### config.mk
export PLATFORM = sky130hd
export DESIGN_NAME = ap_host_port
export DESIGN_NICKNAME = d
export VERILOG_FILES = /design/src/ap_pkg.sv /design/src/ap_fifo.sv /design/src/ap_host_port.sv
export VERILOG_INCLUDE_DIRS = /design/src
export SDC_FILE = /design/constraint.sdc
export NUM_CORES = 1
export LEC_CHECK = 0
export ABC_AREA = 1
export BUFFER_PORTS_ARGS = -buffer_cell sky130_fd_sc_hd__buf_2
export CAP_MARGIN = 20
export CORE_MARGIN = 2
export CORE_UTILIZATION = 40
export CTS_BUF_LIST = sky130_fd_sc_hd__clkbuf_8 sky130_fd_sc_hd__clkbuf_16
export DETAILED_ROUTE_END_ITERATION = 6
export PLACE_DENSITY = 0.58
export SLEW_MARGIN = 20
export SYNTH_ARGS = -nofsm -noshare
export SYNTH_HDL_FRONTEND = slang
export SYNTH_SLANG_ARGS = --single-unit
### constraint.sdc
create_clock -name mclk -period 2.6 [get_ports mclk]
set_clock_uncertainty 0.05 [all_clocks]
set_input_delay 0.52 -clock mclk [delete_from_list [all_inputs] [get_ports mclk]]
set_output_delay 0.52 -clock mclk [all_outputs]
set_load 0.02 [all_outputs]
### src/ap_map.svh
// Widths, decode values and timing counts for the host port block.
`ifndef AP_MAP_SVH
`define AP_MAP_SVH

// ----------------------------------------------------------------------------
// Widths and sizes
// ----------------------------------------------------------------------------
`define AP_DATA_W 16
`define AP_FIFO_DEPTH 16

// ----------------------------------------------------------------------------
// Clock and timing
// ----------------------------------------------------------------------------
`define AP_CLK_NS 40
`define AP_IORDY_MAX_NS 1250
`define AP_IORDY_MAX_CYC (`AP_IORDY_MAX_NS / `AP_CLK_NS)

// ----------------------------------------------------------------------------
// Decode values
// ----------------------------------------------------------------------------
`define AP_DATA_ADDR 3'h0
`define AP_IOCS16_TOP_MODE 3'h2
`define AP_DMARQ_MIN_WORDS 5'h02

`endif

### src/ap_pkg.sv
// Types shared by the host port block.
package ap_pkg;

  // --------------------------------------------------------------------------
  // Host control pins, all active low except the address
  // --------------------------------------------------------------------------
  typedef struct packed {
    logic hostReadStrobeN;
    logic hostWriteStrobeN;
    logic commandBlockSelectN;
    logic controlBlockSelectN;
    logic [2:0] registerAddressLines;
    logic dmaGrantInputN;
  } ap_pins_t;

  // Inactive level of the control pins.
  localparam ap_pins_t AP_PINS_IDLE = '{1'b1, 1'b1, 1'b1, 1'b1, 3'h0, 1'b1};

endpackage

### src/ap_fifo.sv
// Flip-flop FIFO with valid and ready on both sides.
`timescale 1ns/10ps
module ap_fifo #(
  parameter int W = 16,
  parameter int DEPTH = 16
) (
  // Clock and reset.
  input wire logic mclk,
  input wire logic srst,
  // Filling side.
  input wire logic pushValid,
  input wire logic [W-1:0] pushData,
  output logic pushReady,
  // Draining side.
  output logic popValid,
  output logic [W-1:0] popData,
  input wire logic popReady,
  // Fill level.
  output logic [$clog2(DEPTH+1)-1:0] count
);
  localparam int AW = $clog2(DEPTH);
  localparam int CW = $clog2(DEPTH+1);

  typedef struct packed {
    logic [DEPTH-1:0][W-1:0] mem;
    logic [AW-1:0] wp;
    logic [AW-1:0] rp;
    logic [CW-1:0] cnt;
  } ap_fifo_t;

  ap_fifo_t st_q;
  ap_fifo_t st_d;
  logic doPush;
  logic doPop;

  // Handshake flags follow the stored fill level.
  assign pushReady = (st_q.cnt != CW'(DEPTH));
  assign popValid = (st_q.cnt != '0);
  assign popData = st_q.mem[st_q.rp];
  assign count = st_q.cnt;
  assign doPush = pushValid & pushReady;
  assign doPop = popReady & popValid;

  // Next state: write at the write pointer, advance pointers, track count.
  always_comb begin
    st_d = st_q;
    if (doPush) begin
      st_d.mem[st_q.wp] = pushData;
      st_d.wp = (st_q.wp == AW'(DEPTH-1)) ? '0 : st_q.wp + 1'b1;
    end
    if (doPop) begin
      st_d.rp = (st_q.rp == AW'(DEPTH-1)) ? '0 : st_q.rp + 1'b1;
    end
    st_d.cnt = st_q.cnt + CW'(doPush) - CW'(doPop);
  end

  // State register.
  always_ff @(posedge mclk) begin
    if (srst) begin
      st_q <= '0;
    end else begin
      st_q <= st_d;
    end
  end

endmodule

### src/ap_host_port.sv
// Device end of the parallel host port: PIO and multiword DMA data path.
//
// Overview of operation
// - Device negates ready early to add waits.
// - Read data valid before ready returns high; at the wait limit ready returns high without data.
// - Ready never held low beyond 1250 ns.
// - 16-bit indication valid only in modes 0-2.
// - DMA read ends with request negated promptly.
// - DMA write ends with request negated promptly.
// - Device accepts any stretched legal host timing.
// - Request raised when device ready to move data.
// - Either side may suspend and resume DMA.
`timescale 1ns/10ps
`include "ap_map.svh"
module ap_host_port #(
  parameter int DATA_W = `AP_DATA_W,
  parameter int FIFO_DEPTH = `AP_FIFO_DEPTH,
  parameter int WAIT_CYC = `AP_IORDY_MAX_CYC
) (
  // Clock and reset.
  input wire logic mclk,
  input wire logic srst,
  // Host control pins.
  input wire ap_pkg::ap_pins_t hostPins,
  // Host data lines, split into input, output and active-low enable.
  input wire logic [DATA_W-1:0] hostDataLinesIn,
  output logic [DATA_W-1:0] hostDataLinesOut,
  output logic hostDataLinesOeN,
  // Device status pins toward the host.
  output logic ioReady,
  output logic ioCs16N,
  output logic dmaRequest,
  // Mode settings held by the device firmware.
  input wire logic [2:0] pioMode,
  input wire logic dmaEnable,
  input wire logic dmaDirRead,
  input wire logic readPending,
  // Read data from the device core.
  input wire logic rdValid,
  input wire logic [DATA_W-1:0] rdData,
  output logic rdReady,
  // Write data toward the device core.
  output logic wrValid,
  output logic [DATA_W-1:0] wrData,
  input wire logic wrReady,
  // Wait extension expired without data.
  output logic waitTimeout
);
  import ap_pkg::*;

  localparam int CW = $clog2(FIFO_DEPTH+1);

  // --------------------------------------------------------------------------
  // State
  // --------------------------------------------------------------------------
  typedef struct packed {
    ap_pins_t s1;
    ap_pins_t s2;
    ap_pins_t s3;
    ap_pins_t flt;
    logic [DATA_W-1:0] d1;
    logic [DATA_W-1:0] d2;
    logic [DATA_W-1:0] d3;
    logic [DATA_W-1:0] wrLatch;
    logic [DATA_W-1:0] wrData;
    logic wrValid;
    logic iordy;
    logic [5:0] waitCnt;
    logic timeout;
    logic dmarq;
  } ap_main_t;

  localparam ap_main_t ST_RESET = '{AP_PINS_IDLE, AP_PINS_IDLE, AP_PINS_IDLE, AP_PINS_IDLE,
    '0, '0, '0, '0, '0, 1'b0, 1'b1, 6'h00, 1'b0, 1'b0};

  ap_main_t st_q;
  ap_main_t st_d;
  logic popValid;
  logic [DATA_W-1:0] popData;
  logic popReady;
  logic [CW-1:0] fifoCount;
  logic fltDataPort;
  logic rawDataPort;
  logic readDone;
  logic writeDone;
  logic [5:0] waitMax;
  ap_pins_t fltNext;

  // The wait limit is a whole number of clocks, rounded down so it never exceeds the allowed span.
  assign waitMax = 6'(WAIT_CYC);

  // --------------------------------------------------------------------------
  // Read data buffer
  // --------------------------------------------------------------------------
  // The core fills the buffer; host data-port reads drain it.
  ap_fifo #(
    .W(DATA_W),
    .DEPTH(FIFO_DEPTH)
  ) u_fifo (
    .mclk(mclk),
    .srst(srst),
    .pushValid(rdValid),
    .pushData(rdData),
    .pushReady(rdReady),
    .popValid(popValid),
    .popData(popData),
    .popReady(popReady),
    .count(fifoCount)
  );

  // --------------------------------------------------------------------------
  // Access decode
  // --------------------------------------------------------------------------
  // The data port is the command block at the data address, or any grant cycle.
  assign fltDataPort = !st_q.flt.dmaGrantInputN ||
    (!st_q.flt.commandBlockSelectN && st_q.flt.controlBlockSelectN &&
     st_q.flt.registerAddressLines == `AP_DATA_ADDR);
  assign rawDataPort = !hostPins.dmaGrantInputN ||
    (!hostPins.commandBlockSelectN && hostPins.controlBlockSelectN &&
     hostPins.registerAddressLines == `AP_DATA_ADDR);

  // Filtered pin levels for the next cycle: a bit moves only once stages two and three agree.
  assign fltNext = (st_q.s2 & st_q.s3) | (st_q.flt & (st_q.s2 | st_q.s3));

  // Transfers complete on the trailing strobe edge, so any stretch is tolerated.
  assign readDone = !st_q.flt.hostReadStrobeN && fltNext.hostReadStrobeN && fltDataPort;
  assign writeDone = !st_q.flt.hostWriteStrobeN && fltNext.hostWriteStrobeN && fltDataPort;
  assign popReady = readDone;

  // --------------------------------------------------------------------------
  // Pin side outputs
  // --------------------------------------------------------------------------
  // The head word sits on the bus while a data-port read strobe is low.
  assign hostDataLinesOut = popData;
  assign hostDataLinesOeN = !(!hostPins.hostReadStrobeN && rawDataPort);
  // The 16-bit indication is only offered in the slow PIO modes.
  assign ioCs16N = !(rawDataPort && hostPins.dmaGrantInputN && pioMode <= `AP_IOCS16_TOP_MODE);
  assign ioReady = st_q.iordy;
  assign dmaRequest = st_q.dmarq;
  assign wrValid = st_q.wrValid;
  assign wrData = st_q.wrData;
  assign waitTimeout = st_q.timeout;

  // --------------------------------------------------------------------------
  // Next state
  // --------------------------------------------------------------------------
  // Three-stage pin sampling, wait extension, write capture and DMA request.
  always_comb begin
    st_d = st_q;
    st_d.s1 = hostPins;
    st_d.s2 = st_q.s1;
    st_d.s3 = st_q.s2;
    // The filtered pins take the agreed value of the second and third stages.
    st_d.flt = fltNext;
    st_d.d1 = hostDataLinesIn;
    st_d.d2 = st_q.d1;
    st_d.d3 = st_q.d2;
    // Keep the last data sample taken while the write strobe was low.
    if (!st_q.flt.hostWriteStrobeN && !st_q.s3.hostWriteStrobeN) begin
      st_d.wrLatch = st_q.d3;
    end
    st_d.wrValid = writeDone;
    if (writeDone) begin
      st_d.wrData = st_q.wrLatch;
    end
    // Ready is pulled low ahead of time when a read would find no data, until waitCnt reaches waitMax.
    st_d.timeout = 1'b0;
    if (readPending && !popValid && st_q.waitCnt < waitMax) begin
      st_d.iordy = 1'b0;
      st_d.waitCnt = st_q.waitCnt + 6'h01;
      st_d.timeout = (st_q.waitCnt == waitMax - 6'h01);
    end else begin
      st_d.iordy = 1'b1;
      if (popValid || !readPending) begin
        st_d.waitCnt = 6'h00;
      end
    end
    // For DMA reads the request drops before the last buffered word can be taken; for writes it follows wrReady.
    if (!dmaEnable) begin
      st_d.dmarq = 1'b0;
    end else if (dmaDirRead) begin
      st_d.dmarq = (fifoCount >= CW'(`AP_DMARQ_MIN_WORDS));
    end else begin
      st_d.dmarq = wrReady;
    end
  end

  // State register.
  always_ff @(posedge mclk) begin
    if (srst) begin
      st_q <= ST_RESET;
    end else begin
      st_q <= st_d;
    end
  end

  // --------------------------------------------------------------------------
  // Checks
  // --------------------------------------------------------------------------
  a_iordy_limit: assert property (@(posedge mclk) disable iff (srst)
    !st_q.iordy |-> st_q.waitCnt <= waitMax)
    else $error("ready held low beyond the limit");

  a_iordy_release: assert property (@(posedge mclk) disable iff (srst)
    (st_q.waitCnt == waitMax && readPending && !popValid) |=> st_q.iordy)
    else $error("ready not released at the limit");

  a_iordy_data: assert property (@(posedge mclk) disable iff (srst)
    $rose(st_q.iordy) && readPending |-> $past(popValid) || $past(st_q.waitCnt) == waitMax)
    else $error("ready rose without read data");

  a_no_wait: assert property (@(posedge mclk) disable iff (srst)
    popValid ##1 popValid |-> st_q.iordy)
    else $error("wait inserted while data present");

  a_iocs16_mode: assert property (@(posedge mclk) disable iff (srst)
    !ioCs16N |-> pioMode <= `AP_IOCS16_TOP_MODE && hostPins.dmaGrantInputN)
    else $error("16-bit indication outside slow modes");

  a_dmarq_idle: assert property (@(posedge mclk) disable iff (srst)
    !dmaEnable |=> !dmaRequest)
    else $error("request while DMA disabled");

  a_dmarq_read: assert property (@(posedge mclk) disable iff (srst)
    dmaEnable && dmaDirRead && fifoCount < CW'(`AP_DMARQ_MIN_WORDS) |=> !dmaRequest)
    else $error("request held with buffer nearly empty");

  a_dmarq_write: assert property (@(posedge mclk) disable iff (srst)
    dmaEnable && !dmaDirRead && !wrReady |=> !dmaRequest)
    else $error("write request held while core stalls");

  a_write_pulse: assert property (@(posedge mclk) disable iff (srst)
    writeDone |=> wrValid ##1 !wrValid)
    else $error("write word not delivered once");

  a_read_pop: assert property (@(posedge mclk) disable iff (srst)
    readDone && popValid |=> fifoCount == $past(fifoCount) - CW'(1) + CW'($past(rdValid && rdReady)))
    else $error("read did not take one word");

endmodule

==> summary.txt <==
CTS
  • CTS tree: done
  • Clk_lat worst skew: around 0.58 ns
  • CTS Buf Count: 44
  • CTS max path bufs: 3
  • TritonCTS Sinks: 391
  • Clock transition at path regs: 0.06 ns
  • Max H-tree Level: 2
  • Clk root buf: clkbuf_16

Worst setup path
  • CP required: slightly above 2 ns
  • Worst-path fanout max: 6
  • CP startpoint kind: flip-flop
  • Worst Path Class, Setup: flip-flop to output port
  • Register-to-Register Setup Slack: roughly 0.15 ns
  • CP startpoint: u_fifo.st_q[5]
  • Worst setup EP type: output port
  • WP data arrival: about 2.2 ns
  • Reg2reg start: u_fifo.count[2]

Pwr
  • Leak: around 7.6 nW
  • Peak supply drop: around 0.48 mV
  • Power, Total: about 15 mW
  • P per Cell Area: about 730 mW/mm2

Detailed routing
  • Routed WL: ~56 mm
  • Via density: between 5 and 6
  • Wire length per cell: 18.7 um
  • Drt first pass iters: 6
  • Vias after detailed routing: between 15,000 and 20,000
  • Routed Antenna Nets: 0
  • DRT iter0 DRCs: between 1,500 and 2,000
  • DRC viols: 0

GRT
  • GRT Overall Usage: 0.247
  • Largest net degree at the start of global routing: approximately 260
  • Vias in the first global route: 15,200
  • Initial antenna violation count: 2
  • First-pass GRT wire length: 85.9 mm
  • Grt ovf: 0

Floorplanning
  • Die Y-Extent: roughly 210 um
  • Num ports: 89
  • Horiz. Die Dim: 210 um
  • Die area: between 0.04 and 0.05 mm2
  • Rows: 75
  • Core ar.: 0.0419 mm2
  • Initial Utilization: 0.405

Synthesis
  • Synthesized cell area: about 0.017 mm2
  • FF+latch count, synth: 391
  • Sequential area share after synthesis: 0.461
  • Yosys warns: 0
  • Synth cell types: 26
  • Synth Net Count: roughly 2,500
  • Avg Cell Area, Syn: approximately 7.1 um2
  • Mapped Cells: about 2,400

STA
  • RSZ-0062 raised after global routing: true
  • Final setup fails: 16
  • Minimum clock period: about 2.7 ns
  • Slew HR: 0.396
  • Hold Vio Cnt, Final: 0
  • Max Clock Freq: roughly 0.37 GHz
  • Final Max Tran Viols: 0
  • Setup ws final: -0.128 ns
  • Final period utilization: 1.05
  • Tightest Pin Transition: just over 0.9 ns

Final layout
  • Share of cells above drive strength 1: 0.160
  • Fin util: 0.483
  • Commonest cells after routing, fill and taps aside: 411 x nand2_1, 388 x dfxtp_1, 339 x nand3_1, 285 x a21oi_1, 276 x nor2_1
  • Commonest non-fill, non-tap cell in the layout: nand2_1
  • Net count, final: ~2,500
  • Final Non-Filler Cells: slightly below 3,000
  • # fillers: 4,123
  • Area delta synth->final: 19.3%

Placement
  • # port buffers: 88
  • Dpl ws: 0.103 ns
  • GPL Wtd Cong: 0.884
  • Post-DP HPWL: 32.6 mm
  • DP Cell Count: ~2,900

Status
  • Status: finished with violations
  • Violated checks: negative setup slack

Worst hold path
  • Hold_sp: hostPins[5]
  • Hold Path Class: primary input to flip-flop

Job
  • Max_cap viols: 0
[layer usage]
layer,share of wire,GRT usage
met4,0.044,0.113
met1,0.42,0.321
met5,0.00020,0
met2,0.45,0.393
met3,0.084,0.0569
[what timing repair did]
item / in CTS / in global routing
gates cloned: 6 / 8
hold buffers: 0 / 0
resized for setup: 148 / 96
pin swaps: 25 / 39
setup buffers: 5 / 1
endpoints found under the setup margin: 16 / 136
[stage by stage]
step                setup TNS, ns  cell area, um2  hold WS, ns
floorplan                       0           17000        0.338
global placement                0           17600        0.340
detailed placement              0           17600        0.345
CTS                        -0.888           19800       0.0482
global route                -2.24           20200       0.0673
finish                     -0.977           20200       0.0776
[kinds of logic (layout without fill, tap and decap cells)]
| group | after synthesis | count (layout) | share of synthesized area |
|---|---|---|---|
| buf+inv | 392 | 430 | 0.0989 |
| compound gates | 451 | 451 | 0.136 |
| other cells | 0 | 1 | 0 |
| simple gates | 1152 | 1152 | 0.290 |
| xor+xnor | 2 | 2 | 0.00103 |
| flops | 391 | 391 | 0.461 |
| fa+ha+maj | 17 | 17 | 0.0130 |
[critical path: stages, from the launching register on]
cell       delay (ns)
dfxtp_4          0.43
buf_12           0.17
clkbuf_16        0.17
o21ai_0          0.10
o21ai_1          0.18
nand2_1          0.16
nand2_1          0.10
inv_1            0.04
nand2_1          0.09
buf_6            0.13
[sequential cells by signal, summed over array words and instances, names as in the netlist]
signal and count:
wrData 16, st_d 48, waitTimeout 1, u_fifo.count 5, wrValid 1, u_fifo.st_q 264
ioReady 1, dmaRequest 1, st_q 54
[power breakdown]
group	switching (mW)	internal (mW)
clock network	2.57	4.19
registers	0.0891	6.16
logic	1.25	0.529
[synth_stat cells, drive strengths merged]
library cell  instances  area, um2
a21oi               286       1430
a41oi                 1       8.76
buf                 103        594
clkbuf              105        394
clkinv                4       15.0
dfxtp               391       7830
fa                    1       20.0
ha                   16        200
inv                 180        676
nand2               450       1690
nand3               368       1890
nand3b                1       7.51
nand4                 3       18.8
nor2                315       1230
nor3                  3       15.0
o211ai               17        128
o21a                  1       7.51
o21ai               146        731
or2                  12       75.1
xor2                  2       17.5
[cell type report]
class / instances / area, um2 / share of cell area
Clock inverter: 25 / 304 / 0.0150
Inverter: 184 / 698 / 0.0345
Clock buffer: 57 / 1290 / 0.0638
Timing Repair Buffer: 164 / 1620 / 0.0799
Multi-Input combinational cell: 1622 / 7830 / 0.387
Sequential cell: 391 / 7830 / 0.387
Tap cell: 539 / 674 / 0.0333
Antenna cell: 1 / 2.50 / 0.000124
[final timing paths]
kind / to / cells past startpoint
min: st_d[111] / 3
max: hostDataLinesOut[0] / 9
max reg2reg: u_fifo.st_q[57] / 9
min reg2reg: st_d[47] / 2
Power figures use the tool's default switching activity.
